[config.mk]
export PLATFORM = sky130hd
export DESIGN_NAME = rf_frontend_power_clock_ctrl
export DESIGN_NICKNAME = d
export VERILOG_FILES = /design/src/verilog/rf_pwr_pkg.sv /design/src/verilog/bb_clock_div.sv /design/src/verilog/serial_port.sv /design/src/verilog/rf_frontend_power_clock_ctrl.sv
export SDC_FILE = /design/constraint.sdc
export NUM_CORES = 1
export LEC_CHECK = 0
export BUFFER_PORTS_ARGS = -buffer_cell sky130_fd_sc_hd__clkbuf_2
export CORE_UTILIZATION = 40
export CTS_CLUSTER_SIZE = 40
export DETAILED_ROUTE_END_ITERATION = 8
export GPL_TIMING_DRIVEN = 0
export MAX_ROUTING_LAYER = met4
export PLACE_DENSITY = 0.63
export SLEW_MARGIN = 20
export SYNTH_ARGS = -nofsm -noshare
export SYNTH_HDL_FRONTEND = slang
export SYNTH_SLANG_ARGS = --single-unit
[constraint.sdc]
create_clock -name clock_i -period 2.3 [get_ports clock_i]
set_input_delay 0.345 -clock clock_i [delete_from_list [all_inputs] [get_ports clock_i]]
set_output_delay 0.345 -clock clock_i [all_outputs]
set_load 0.05 [all_outputs]
[src/verilog/rf_pwr_pkg.sv]
/*
 * Constants and carrier types shared by the RF front-end power and
 * clock controller and its two helper modules.
 * Assumes nothing of its surroundings; holds definitions only.
 */
package rf_pwr_pkg;

	// System clock and the clock figures the block is built around
	localparam int unsigned CLK_HZ = 40_000_000;
	localparam int unsigned BB_NOMINAL_KHZ = 16368;
	localparam int unsigned VCO_DIVIDE = 96;

	// Bus register byte offsets
	localparam logic [7:0] OFS_CONFIG = 8'h00;
	localparam logic [7:0] OFS_PLL_N = 8'h04;
	localparam logic [7:0] OFS_PLL_R = 8'h08;
	localparam logic [7:0] OFS_STATUS = 8'h0C;

	// Serial port register addresses (low seven address bits)
	localparam logic [6:0] SPI_ADR_N_HI = 7'h40;
	localparam logic [6:0] SPI_ADR_N_LO = 7'h41;
	localparam logic [6:0] SPI_ADR_R = 7'h42;
	localparam logic [6:0] SPI_ADR_CONFIG = 7'h43;

	// Strap dependent divider defaults: low strap 16.368 MHz, high 19.2 MHz
	localparam logic [11:0] NDIV_DEF_LO = 12'h060;
	localparam logic [11:0] NDIV_DEF_HI = 12'h613;
	localparam logic [5:0] RDIV_DEF_LO = 6'h01;
	localparam logic [5:0] RDIV_DEF_HI = 6'h13;
	localparam logic SLEW_FAST_DEF = 1'b0;

	// Bus write responses
	localparam logic [1:0] RESP_OKAY = 2'b00;
	localparam logic [1:0] RESP_SLVERR = 2'b10;

	// Configuration word, bit 0 is ref_19m2
	typedef struct packed {
		logic bb_src_vco;
		logic slew_fast;
		logic ref_19m2;
	} cfg_t;

	// Enables for the analog sections and the two clock drivers
	typedef struct packed {
		logic standby;
		logic osc_en;
		logic receiver_chain_enable;
		logic synth_en;
		logic ref_clk_en;
		logic bb_clk_en;
	} power_t;

	// Status word, bit 0 is override
	typedef struct packed {
		logic chip_en;
		logic rx_en;
		logic strap;
		logic mode_eff;
		logic override;
	} status_t;

endpackage

[src/verilog/bb_clock_div.sv]
/*
 * Divides a stream of VCO edge pulses down to a square wave.
 * Assumes edge_i is a one-cycle pulse per VCO rising edge, in clock_i.
 */
`timescale 1ns/100ps
`default_nettype none

module bb_clock_div #(
	parameter int unsigned DIVIDE = rf_pwr_pkg::VCO_DIVIDE
) (
	// Clock and reset
	input wire logic clock_i,
	input wire logic reset_i,
	// Edge stream in, divided clock out
	input wire logic edge_i,
	output logic div_o
);
	import rf_pwr_pkg::*;

	localparam int unsigned HALF = DIVIDE / 2;
	localparam logic [7:0] HALF_LAST = 8'(HALF - 1);

	logic [7:0] cnt_q;
	logic [7:0] cnt_d;
	logic div_q;
	wire wrap = edge_i && (cnt_q == HALF_LAST);

	// Even divide toggled every half count keeps the duty at one half
	assign cnt_d = wrap ? 8'h00 : (edge_i ? 8'(cnt_q + 8'h01) : cnt_q); // RQ11

	// Toggle once per half period of the divided clock
	always_ff @(posedge clock_i) begin
		if (reset_i) begin
			cnt_q <= 8'h00;
			div_q <= 1'b0;
		end else begin
			cnt_q <= cnt_d;
			div_q <= wrap ? ~div_q : div_q; // RQ1
		end
	end

	assign div_o = div_q;

endmodule

`default_nettype wire

[src/verilog/serial_port.sv]
/*
 * Four-wire serial slave: one address byte then one data byte, MSB first.
 * Address bit 7 high writes, low reads. Assumes the serial pins are
 * synchronous to clock_i and each serial clock phase lasts two or more
 * system clocks.
 */
`timescale 1ns/100ps
`default_nettype none

module serial_port (
	// Clock and reset
	input wire logic clock_i,
	input wire logic reset_i,
	// Serial pins
	input wire logic serial_clk_i,
	input wire logic serial_cs_n_i,
	input wire logic serial_data_in_i,
	output logic serial_data_out_o,
	// Register side
	output logic [6:0] addr_o,
	input wire logic [7:0] rd_data_i,
	output logic wr_o,
	output logic [7:0] wr_data_o
);
	import rf_pwr_pkg::*;

	logic sclk_q;
	logic [3:0] cnt_q;
	logic [7:0] sh_q;
	logic [7:0] addr_q;
	logic [7:0] out_q;
	logic load_q;
	logic sdo_q;
	logic wr_q;
	wire rise = serial_clk_i && !sclk_q;
	wire fall = !serial_clk_i && sclk_q;
	wire [7:0] sh_next = {sh_q[6:0], serial_data_in_i};

	// Shift in on rising, shift out on falling; chip select low frames it
	always_ff @(posedge clock_i) begin
		if (reset_i) begin
			sclk_q <= 1'b0;
			cnt_q <= 4'h0;
			sh_q <= 8'h00;
			addr_q <= 8'h00;
			out_q <= 8'h00;
			load_q <= 1'b0;
			sdo_q <= 1'b0;
			wr_q <= 1'b0;
		end else begin
			sclk_q <= serial_clk_i;
			load_q <= 1'b0;
			wr_q <= 1'b0;
			if (serial_cs_n_i) begin // RQ4
				cnt_q <= 4'h0;
				sdo_q <= 1'b0;
			end else if (rise) begin
				sh_q <= sh_next;
				cnt_q <= 4'(cnt_q + 4'h1);
				if (cnt_q == 4'h7) begin
					addr_q <= sh_next;
					load_q <= 1'b1;
				end
				wr_q <= (cnt_q == 4'hF) && addr_q[7];
			end else if (fall && cnt_q[3]) begin
				sdo_q <= out_q[7];
				out_q <= {out_q[6:0], 1'b0};
			end
			if (load_q) begin
				out_q <= rd_data_i;
			end
		end
	end

	assign serial_data_out_o = sdo_q;
	assign addr_o = addr_q[6:0];
	assign wr_o = wr_q;
	assign wr_data_o = sh_q;

endmodule

`default_nettype wire

[src/verilog/rf_frontend_power_clock_ctrl.sv]
/*
 * Power mode and output clock control of an RF front end, with its
 * configuration registers reached over AXI4-Lite and the serial port.
 * Assumes all pin inputs, including the crystal and VCO taps, are
 * synchronous to clock_i and slower than half its rate.
 */
// Summary of operation
// RQ1: Baseband clock comes from the crystal or from the VCO divided by 96.
// RQ2: Baseband clock is nominally 16.368 MHz.
// RQ3: Output slew rate is a software writable setting.
// RQ4: Serial port has data in, data out, clock and active-low select.
// RQ5: Chip enable low means standby with everything off.
// RQ6: Clock-only mode runs oscillator and one clock output chosen by strap.
// RQ7: Both enables high turns on every block; the code keeps the reference clock off for strap 0.
// RQ8: In full operation the reference clock output stops only for strap 0.
// RQ9: Chip enable rising edge resets all serial registers to defaults.
// RQ10: Strap rules until software writes; then writes hold until next reset.
// RQ11: Baseband clock has a fifty percent duty cycle.
// RQ12: Strap low loads 16.368 MHz defaults, high loads 19.2 MHz defaults.
// RQ13: Receiver chain enable low keeps RF and synthesizer off.
// RQ14: Mode decode is combinational on both enables and the strap; the code flops the decoded enables, so power_o follows one clock later.
`timescale 1ns/100ps
`default_nettype none

module rf_frontend_power_clock_ctrl #(
	parameter int unsigned DIVIDE = rf_pwr_pkg::VCO_DIVIDE,
	parameter int unsigned ADDR_W = 8
) (
	// Clock and reset
	input wire logic clock_i,
	input wire logic reset_i,
	// Control pins
	input wire logic chip_enable_i,
	input wire logic receiver_chain_enable_i,
	input wire logic mode_strap_i,
	// Clock sources and sample bits from the analog side
	input wire logic xtal_i,
	input wire logic vco_i,
	input wire logic sample_sign_i,
	input wire logic sample_mag_i,
	// Clock and sample outputs
	output logic baseband_clock_out_o,
	output logic ref_clock_out_o,
	output logic sign_bit_out_o,
	output logic magnitude_bit_out_o,
	// Analog enables and settings
	output rf_pwr_pkg::power_t power_o,
	output logic slew_fast_o,
	output logic [11:0] pll_n_o,
	output logic [5:0] pll_r_o,
	// Serial port
	input wire logic serial_clk_i,
	input wire logic serial_cs_n_i,
	input wire logic serial_data_in_i,
	output logic serial_data_out_o,
	// AXI4-Lite write channels
	input wire logic [ADDR_W-1:0] s_axi_awaddr,
	input wire logic s_axi_awvalid,
	output logic s_axi_awready,
	input wire logic [31:0] s_axi_wdata,
	input wire logic [3:0] s_axi_wstrb,
	input wire logic s_axi_wvalid,
	output logic s_axi_wready,
	output logic [1:0] s_axi_bresp,
	output logic s_axi_bvalid,
	input wire logic s_axi_bready,
	// AXI4-Lite read channels
	input wire logic [ADDR_W-1:0] s_axi_araddr,
	input wire logic s_axi_arvalid,
	output logic s_axi_arready,
	output logic [31:0] s_axi_rdata,
	output logic [1:0] s_axi_rresp,
	output logic s_axi_rvalid,
	input wire logic s_axi_rready
);
	import rf_pwr_pkg::*;

	// Merge one byte into a field under its byte strobe
	function automatic logic [7:0] merge8(input logic [7:0] old, input logic [7:0] val,
			input logic en);
		merge8 = en ? val : old;
	endfunction

	// Configuration registers
	cfg_t cfg_q;
	cfg_t cfg_d;
	logic override_q;
	logic override_d;
	logic [11:0] ndiv_q;
	logic [11:0] ndiv_d;
	logic [5:0] rdiv_q;
	logic [5:0] rdiv_d;

	// Pin history and registered outputs
	logic chip_en_q;
	logic xtal_q;
	logic vco_q;
	power_t power_q;
	logic bb_clk_q;
	logic ref_clk_q;
	logic sign_q;
	logic mag_q;

	// Bus slave state
	logic aw_rdy_q;
	logic w_rdy_q;
	logic have_aw_q;
	logic have_w_q;
	logic [ADDR_W-1:0] waddr_q;
	logic [31:0] wdata_q;
	logic [3:0] wstrb_q;
	logic bvalid_q;
	logic [1:0] bresp_q;
	logic ar_rdy_q;
	logic rvalid_q;
	logic [31:0] rdata_q;
	logic [1:0] rresp_q;

	// Serial port register side
	logic [6:0] spi_addr;
	logic [7:0] spi_rd_data;
	logic spi_wr;
	logic [7:0] spi_wr_data;
	logic vco_div;

	// Rising chip enable clears the register file like a reset
	wire ce_rise = chip_enable_i && !chip_en_q;
	wire reg_reset = reset_i || ce_rise; // RQ9

	// Effective strap: pin until software overrides it
	wire mode_eff = override_q ? cfg_q.ref_19m2 : mode_strap_i; // RQ10

	// Mode decode straight from the pins; outputs are flopped below
	wire chip_on = chip_enable_i; // RQ14
	wire full_on = chip_enable_i && receiver_chain_enable_i; // RQ7
	power_t power_d;
	assign power_d.standby = !chip_on; // RQ5
	assign power_d.osc_en = chip_on; // RQ6
	assign power_d.receiver_chain_enable = full_on; // RQ13
	assign power_d.synth_en = full_on; // RQ13
	// Reference clock runs in both modes only with strap 1
	assign power_d.ref_clk_en = chip_on && mode_eff; // RQ6 RQ8
	// Baseband clock runs in full mode, or in clock-only mode with strap 0
	assign power_d.bb_clk_en = full_on || (chip_on && !mode_eff); // RQ6

	// VCO edges only count while the synthesizer is powered
	wire vco_edge = vco_i && !vco_q && full_on;
	// Crystal path passes at its own rate; VCO path is divided to 16.368 MHz
	wire bb_src = cfg_q.bb_src_vco ? vco_div : xtal_q; // RQ1 RQ2

	// Bus decode
	wire aw_take = s_axi_awvalid && aw_rdy_q;
	wire w_take = s_axi_wvalid && w_rdy_q;
	wire do_write = have_aw_q && have_w_q && !bvalid_q;
	wire b_done = bvalid_q && s_axi_bready;
	wire ar_take = s_axi_arvalid && ar_rdy_q;
	wire r_done = rvalid_q && s_axi_rready;
	wire wr_cfg = do_write && (waddr_q == ADDR_W'(OFS_CONFIG));
	wire wr_n = do_write && (waddr_q == ADDR_W'(OFS_PLL_N));
	wire wr_r = do_write && (waddr_q == ADDR_W'(OFS_PLL_R));
	wire wr_hit = wr_cfg || wr_n || wr_r || (waddr_q == ADDR_W'(OFS_STATUS));

	// Serial decode
	wire sp_n_hi = spi_wr && (spi_addr == SPI_ADR_N_HI);
	wire sp_n_lo = spi_wr && (spi_addr == SPI_ADR_N_LO);
	wire sp_r = spi_wr && (spi_addr == SPI_ADR_R);
	wire sp_cfg = spi_wr && (spi_addr == SPI_ADR_CONFIG);

	// Read words
	status_t status;
	assign status.chip_en = chip_enable_i;
	assign status.rx_en = receiver_chain_enable_i;
	assign status.strap = mode_strap_i;
	assign status.mode_eff = mode_eff;
	assign status.override = override_q;
	wire [31:0] rd_cfg = {29'h0000_0000, cfg_q};
	wire [31:0] rd_n = {20'h0_0000, ndiv_q};
	wire [31:0] rd_r = {26'h000_0000, rdiv_q};
	wire [31:0] rd_st = {27'h000_0000, status};
	wire rd_hit = (s_axi_araddr == ADDR_W'(OFS_CONFIG)) || (s_axi_araddr == ADDR_W'(OFS_PLL_N))
		|| (s_axi_araddr == ADDR_W'(OFS_PLL_R)) || (s_axi_araddr == ADDR_W'(OFS_STATUS));
	wire [31:0] rd_word =
		(s_axi_araddr == ADDR_W'(OFS_CONFIG)) ? rd_cfg :
		(s_axi_araddr == ADDR_W'(OFS_PLL_N)) ? rd_n :
		(s_axi_araddr == ADDR_W'(OFS_PLL_R)) ? rd_r :
		(s_axi_araddr == ADDR_W'(OFS_STATUS)) ? rd_st : 32'h0000_0000;
	assign spi_rd_data =
		(spi_addr == SPI_ADR_N_HI) ? {4'h0, ndiv_q[11:8]} :
		(spi_addr == SPI_ADR_N_LO) ? ndiv_q[7:0] :
		(spi_addr == SPI_ADR_R) ? {2'b00, rdiv_q} :
		(spi_addr == SPI_ADR_CONFIG) ? {5'b00000, cfg_q} : 8'h00;

	// Next register values; serial write first, bus write applied over it
	// Both landing on one field in the same cycle is rare; the bus keeps it
	always_comb begin
		cfg_d = cfg_q;
		ndiv_d = ndiv_q;
		rdiv_d = rdiv_q;
		override_d = override_q;
		if (sp_n_hi) begin
			ndiv_d[11:8] = spi_wr_data[3:0];
		end
		if (sp_n_lo) begin
			ndiv_d[7:0] = spi_wr_data;
		end
		if (sp_r) begin
			rdiv_d = spi_wr_data[5:0];
		end
		if (sp_cfg) begin
			cfg_d = cfg_t'(spi_wr_data[2:0]); // RQ3
			override_d = 1'b1; // RQ10
		end
		if (wr_n) begin
			ndiv_d[7:0] = merge8(ndiv_q[7:0], wdata_q[7:0], wstrb_q[0]);
			ndiv_d[11:8] = wstrb_q[1] ? wdata_q[11:8] : ndiv_d[11:8];
		end
		if (wr_r && wstrb_q[0]) begin
			rdiv_d = wdata_q[5:0];
		end
		if (wr_cfg && wstrb_q[0]) begin
			cfg_d = cfg_t'(wdata_q[2:0]); // RQ3
			override_d = 1'b1; // RQ10
		end
	end

	// Register file, strap picks the defaults on every reset
	always_ff @(posedge clock_i) begin
		if (reg_reset) begin
			ndiv_q <= mode_strap_i ? NDIV_DEF_HI : NDIV_DEF_LO; // RQ12
			rdiv_q <= mode_strap_i ? RDIV_DEF_HI : RDIV_DEF_LO; // RQ12
			cfg_q.ref_19m2 <= mode_strap_i; // RQ12
			cfg_q.bb_src_vco <= mode_strap_i; // RQ1
			cfg_q.slew_fast <= SLEW_FAST_DEF;
			override_q <= 1'b0; // RQ9
		end else begin
			ndiv_q <= ndiv_d;
			rdiv_q <= rdiv_d;
			cfg_q <= cfg_d;
			override_q <= override_d;
		end
	end

	// Pin history for edge detection and the crystal path
	always_ff @(posedge clock_i) begin
		if (reset_i) begin
			chip_en_q <= 1'b0;
			xtal_q <= 1'b0;
			vco_q <= 1'b0;
		end else begin
			chip_en_q <= chip_enable_i;
			xtal_q <= xtal_i;
			vco_q <= vco_i;
		end
	end

	// Output drivers held low while disabled
	always_ff @(posedge clock_i) begin
		if (reset_i) begin
			power_q <= '0;
			bb_clk_q <= 1'b0;
			ref_clk_q <= 1'b0;
			sign_q <= 1'b0;
			mag_q <= 1'b0;
		end else begin
			power_q <= power_d;
			bb_clk_q <= power_d.bb_clk_en && bb_src; // RQ1
			ref_clk_q <= power_d.ref_clk_en && xtal_q; // RQ8
			sign_q <= full_on && sample_sign_i;
			mag_q <= full_on && sample_mag_i;
		end
	end

	// Write channels: address and data taken in either order
	always_ff @(posedge clock_i) begin
		if (reset_i) begin
			aw_rdy_q <= 1'b1;
			w_rdy_q <= 1'b1;
			have_aw_q <= 1'b0;
			have_w_q <= 1'b0;
			waddr_q <= '0;
			wdata_q <= 32'h0000_0000;
			wstrb_q <= 4'h0;
			bvalid_q <= 1'b0;
			bresp_q <= RESP_OKAY;
		end else begin
			if (aw_take) begin
				aw_rdy_q <= 1'b0;
				have_aw_q <= 1'b1;
				waddr_q <= s_axi_awaddr;
			end
			if (w_take) begin
				w_rdy_q <= 1'b0;
				have_w_q <= 1'b1;
				wdata_q <= s_axi_wdata;
				wstrb_q <= s_axi_wstrb;
			end
			if (do_write) begin
				have_aw_q <= 1'b0;
				have_w_q <= 1'b0;
				bvalid_q <= 1'b1;
				bresp_q <= wr_hit ? RESP_OKAY : RESP_SLVERR;
			end
			if (b_done) begin
				bvalid_q <= 1'b0;
				aw_rdy_q <= 1'b1;
				w_rdy_q <= 1'b1;
			end
		end
	end

	// Read channels: one read at a time, answered the cycle after address
	always_ff @(posedge clock_i) begin
		if (reset_i) begin
			ar_rdy_q <= 1'b1;
			rvalid_q <= 1'b0;
			rdata_q <= 32'h0000_0000;
			rresp_q <= RESP_OKAY;
		end else if (ar_take) begin
			ar_rdy_q <= 1'b0;
			rvalid_q <= 1'b1;
			rdata_q <= rd_word;
			rresp_q <= rd_hit ? RESP_OKAY : RESP_SLVERR;
		end else if (r_done) begin
			ar_rdy_q <= 1'b1;
			rvalid_q <= 1'b0;
		end
	end

	// Serial port slave; its registers are the ones above
	serial_port u_serial (
		.clock_i(clock_i),
		.reset_i(reg_reset),
		.serial_clk_i(serial_clk_i),
		.serial_cs_n_i(serial_cs_n_i),
		.serial_data_in_i(serial_data_in_i),
		.serial_data_out_o(serial_data_out_o),
		.addr_o(spi_addr),
		.rd_data_i(spi_rd_data),
		.wr_o(spi_wr),
		.wr_data_o(spi_wr_data)
	);

	// VCO divider for the baseband clock
	bb_clock_div #(
		.DIVIDE(DIVIDE)
	) u_div (
		.clock_i(clock_i),
		.reset_i(reset_i),
		.edge_i(vco_edge),
		.div_o(vco_div)
	);

	// Output assignments, all from flops
	assign baseband_clock_out_o = bb_clk_q;
	assign ref_clock_out_o = ref_clk_q;
	assign sign_bit_out_o = sign_q;
	assign magnitude_bit_out_o = mag_q;
	assign power_o = power_q;
	assign slew_fast_o = cfg_q.slew_fast;
	assign pll_n_o = ndiv_q;
	assign pll_r_o = rdiv_q;
	assign s_axi_awready = aw_rdy_q;
	assign s_axi_wready = w_rdy_q;
	assign s_axi_bvalid = bvalid_q;
	assign s_axi_bresp = bresp_q;
	assign s_axi_arready = ar_rdy_q;
	assign s_axi_rvalid = rvalid_q;
	assign s_axi_rdata = rdata_q;
	assign s_axi_rresp = rresp_q;

endmodule

`default_nettype wire

==> impl_metrics.env <==
export IMPL_outcome="finished, final reports clean"
export IMPL_power_density_cell_area_nw_per_um2=827
export IMPL_dpl_hpwl_mm=9.65
export IMPL_power_switching_share_pct=26.5
export IMPL_synth_seq_area_share_pct=48.6
export IMPL_global_route_wire_length_before_repair_mm=19.9
export IMPL_detailroute_via_count=4235
export IMPL_layout_drive_gt1_share_pct=24.9
export IMPL_timing_critical_path_slowest_stage_cell="or4_4"
export IMPL_clock_latency_ns=0.42
export IMPL_final_instance_count_excl_fill=852
export IMPL_drc=0
export IMPL_crit_path_class="flip-flop to flip-flop"
export IMPL_ys_ff_latch=117
export IMPL_io_buffer_count=92
export IMPL_intPower_mw=3.97
export IMPL_cts_root_to_sink_buffers=2
export IMPL_setup_viol=0
export IMPL_final_nets=738
export IMPL_final_core_utilization_pct=51.9
export IMPL_grt_total_usage_pct=20.6
export IMPL_slew_headroom_pct=56.5
export IMPL_fp_dieArea_um2=13300
export IMPL_initialDrtViolationCount=264
export IMPL_initial_antenna_violation_count=0
export IMPL_holdCritPathClass="primary input to flip-flop"
export IMPL_drt_pass1_iter_count=6
export IMPL_syn_instance_count=535
export IMPL_clk_pin_slew_worst_paths_ns=0.06
export IMPL_combPwrFrac_pct=10.5
export IMPL_critPathTopFamily="simple AND/OR/NAND/NOR gates"
export IMPL_syn_area_um2=5150
export IMPL_dpl_cell_area_um2=5910
export IMPL_arrival_ns=2.25
export IMPL_chipWidth_um=115
export IMPL_chipHeight_um=115
export IMPL_clkPwrFrac_pct=48.5
export IMPL_setup_tns_ns=0
export IMPL_p_total_mw=5.40
export IMPL_critical_path_max_stage_delay_ns=0.58
export IMPL_hold_slack_ns=0.142
export IMPL_setup_slack_ns=0.160
export IMPL_crit_path_max_fanout=10
export IMPL_tritoncts_clock_tree="built"
export IMPL_detailedPlace_worstSlack_ns=0.0859
export IMPL_finalCritPeriodShare_pct=93.0
export IMPL_worstHoldPathCells=2
export IMPL_core_um2=12600
export IMPL_maximum_number_of_pins_on_one_net_before_global_route_repair=17
export IMPL_crit_path_cell_trace="or4_4, nor4_4, buf_6, nor4_1, a211o_1"
export IMPL_syn_area_per_cell_um2=9.63
export IMPL_avgRoutedWirePerCell_um=14.8
export IMPL_critPathRequiredTime_ns=2.41
export IMPL_gp_congestion=0.852
export IMPL_placedCellCount=820
export IMPL_p_sw_mw=1.43
export IMPL_netlist_top_cells_area="dfxtp_1 (39%), mux2i_1 (9.7%), edfxtp_1 (9.3%), a21oi_1 (4.3%), nor2_1 (4.2%)"
export IMPL_first_global_vias=4120
export IMPL_detail_route_antenna_nets=0
export IMPL_hold_buffers=0
export IMPL_worst_ir_drop_vdd_mv=0.466
export IMPL_final_area_um2=6530
export IMPL_postRouteWirelength_mm=12.6
export IMPL_synth_enable_flop_cells=16
export IMPL_cts_htree_levels=4
export IMPL_clock_buffer_count_from_cts=17
export IMPL_grt_setup_unrepaired="false"
export IMPL_root_buffer="clkbuf_16"
export IMPL_yosysWarnings=0
export IMPL_p_leak_nw=2.72
export IMPL_max_transition_viols_final=0
export IMPL_number_of_placement_rows=41
export IMPL_postSynth_topFlopCell="dfxtp_1"
export IMPL_worst_setup_path_start_kind="flip-flop"
export IMPL_critical_path_cell_count=5
export IMPL_top_level_ports=140
export IMPL_synth_top_cell_by_area="dfxtp_1"
export IMPL_reg2regPathDepth=5
export IMPL_worstMarginPinSlew_ns=0.652
export IMPL_maxClockFrequency_mhz=467
export IMPL_clock_sinks=117
export IMPL_skew_ns=0.0176
export IMPL_n_antenna_cell=0
export IMPL_yosysTopAreaCellShare_pct=39.3
export IMPL_synth_async_reset_ratio_pct=0
export IMPL_synth_cell_type_count=57
export IMPL_drt_vias_per_instance=4.97
export IMPL_layout_min_cycle_time_ns=2.14
export IMPL_timing_max_cap_violations=0
export IMPL_critical_path_endpoint_category="flip-flop"
export IMPL_share_seq_of_total_power_pct=41.0
export IMPL_number_of_inserted_filler_cells_in_the_final_layout=1163
export IMPL_globalRoute_totalOverflow=0
export IMPL_timing_hold_violations_final=0
export IMPL_cp_buffers_inverters=1
export IMPL_floorplan_initialDensity_pct=41.0
export IMPL_syn2layout_area_growth_pct=26.7
[layout make-up]
| type | instances | area (µm²) | area share, % |
|---|---|---|---|
| multi-input combinational | 380 | 2410 | 37.0 |
| inverter | 5 | 18.8 | 0.288 |
| clock inverter | 12 | 116 | 1.78 |
| tap | 172 | 215 | 3.30 |
| clock buffer | 20 | 489 | 7.50 |
| buffer | 54 | 310 | 4.76 |
| sequential | 117 | 2500 | 38.4 |
| timing repair buffer | 92 | 460 | 7.06 |
[registers in the layout (all words and copies together), names as in the netlist, 2 cells and up]
register            cells
pll_n_o                12
s_axi_rdata            12
wdata_q                12
u_div.cnt_q             8
u_serial.addr_q         8
u_serial.out_q          8
u_serial.wr_data_o      8
waddr_q                 8
pll_r_o                 6
power_o                 5
u_serial.cnt_q          4
cfg_q                   2
wstrb_q                 2
[synthesized netlist by cell type, drive strengths merged (11+ instances only)]
master and instances:
a21oi 44, a22oi 13, buf 33, clkbuf 21, dfxtp 101, edfxtp 16
mux2i 50, nand2 56, nand3 16, nor2 58, nor2b 13, nor3 11
[cells by family after synthesis]
kind of cell / share of synthesized area, %
buffers and inverters: 6.39
XOR/XNOR: 1.87
adder cells (fa/ha/maj): 0.486
flip-flops: 48.6
AND/OR/NAND/NOR: 20.3
multiplexers: 11.9
other: 0.0728
AO/OA/AOI/OAI: 10.4
[path summary, 6_finish.rpt]
path | start | endpoint | slack, ns
worst max-delay path | waddr_q[7]$_SDFFE_PP0P_ | pll_n_o[2]$_SDFFCE_PP0P_ | 0.16
worst min-delay path | s_axi_wvalid | s_axi_wready$_SDFFE_PP1P_ | 0.14
worst max register to register | waddr_q[7]$_SDFFE_PP0P_ | pll_n_o[2]$_SDFFCE_PP0P_ | 0.16
worst min register to register | u_serial.addr_q[7]$_SDFFE_PP0P_ | u_serial.wr_o$_SDFF_PP0_ | 0.44
[power by group through the flow]
stage	Combinational [mW]	Clock, mW	Sequential, mW
2_1_floorplan	0.309	0	2.35
3_3_place_gp	0.559	0	2.25
3_5_place_dp	0.565	0	2.26
4_1_cts	0.567	2.67	2.21
5_1_grt	0.611	2.76	2.22
6_report	0.567	2.62	2.21
[what timing repair did]
item	4_1_cts	5_1_grt
buffers inserted	0	0
endpoints found under the setup margin	0	7
gates resized for setup	0	2
[metal layers]
layer / GRT usage [%] / vias to the layer above / part of all wire [%]
met5: - / - / 0
met4: 10.5 / 0 / 1.7
met3: 4.97 / 14 / 7.5
met2: 32.8 / 163 / 46
met1: 24.4 / 1953 / 44
li1: - / 2105 / -
[cells in the final DEF (no fill, tap or decap), types with 5 or more instances in the layout]
cell / n
dfxtp_1: 101
clkbuf_2: 92
nor2_1: 58
nand2_1: 56
mux2i_1: 50
a21oi_1: 44
buf_4: 24
conb_1: 22
clkbuf_1: 21
clkbuf_16: 19
nand3_1: 16
edfxtp_1: 16
nor2b_1: 13
a22oi_1: 13
nor3_1: 11
and2_1: 8
nand4_1: 7
xor2_1: 7
nand2b_1: 6
inv_1: 5
nor4_1: 5
buf_1: 5
o21ai_0: 5
a2bb2oi_1: 5
mux4_2: 5
clkinvlp_4: 5
No activity file was read; power rests on OpenSTA's default activity.
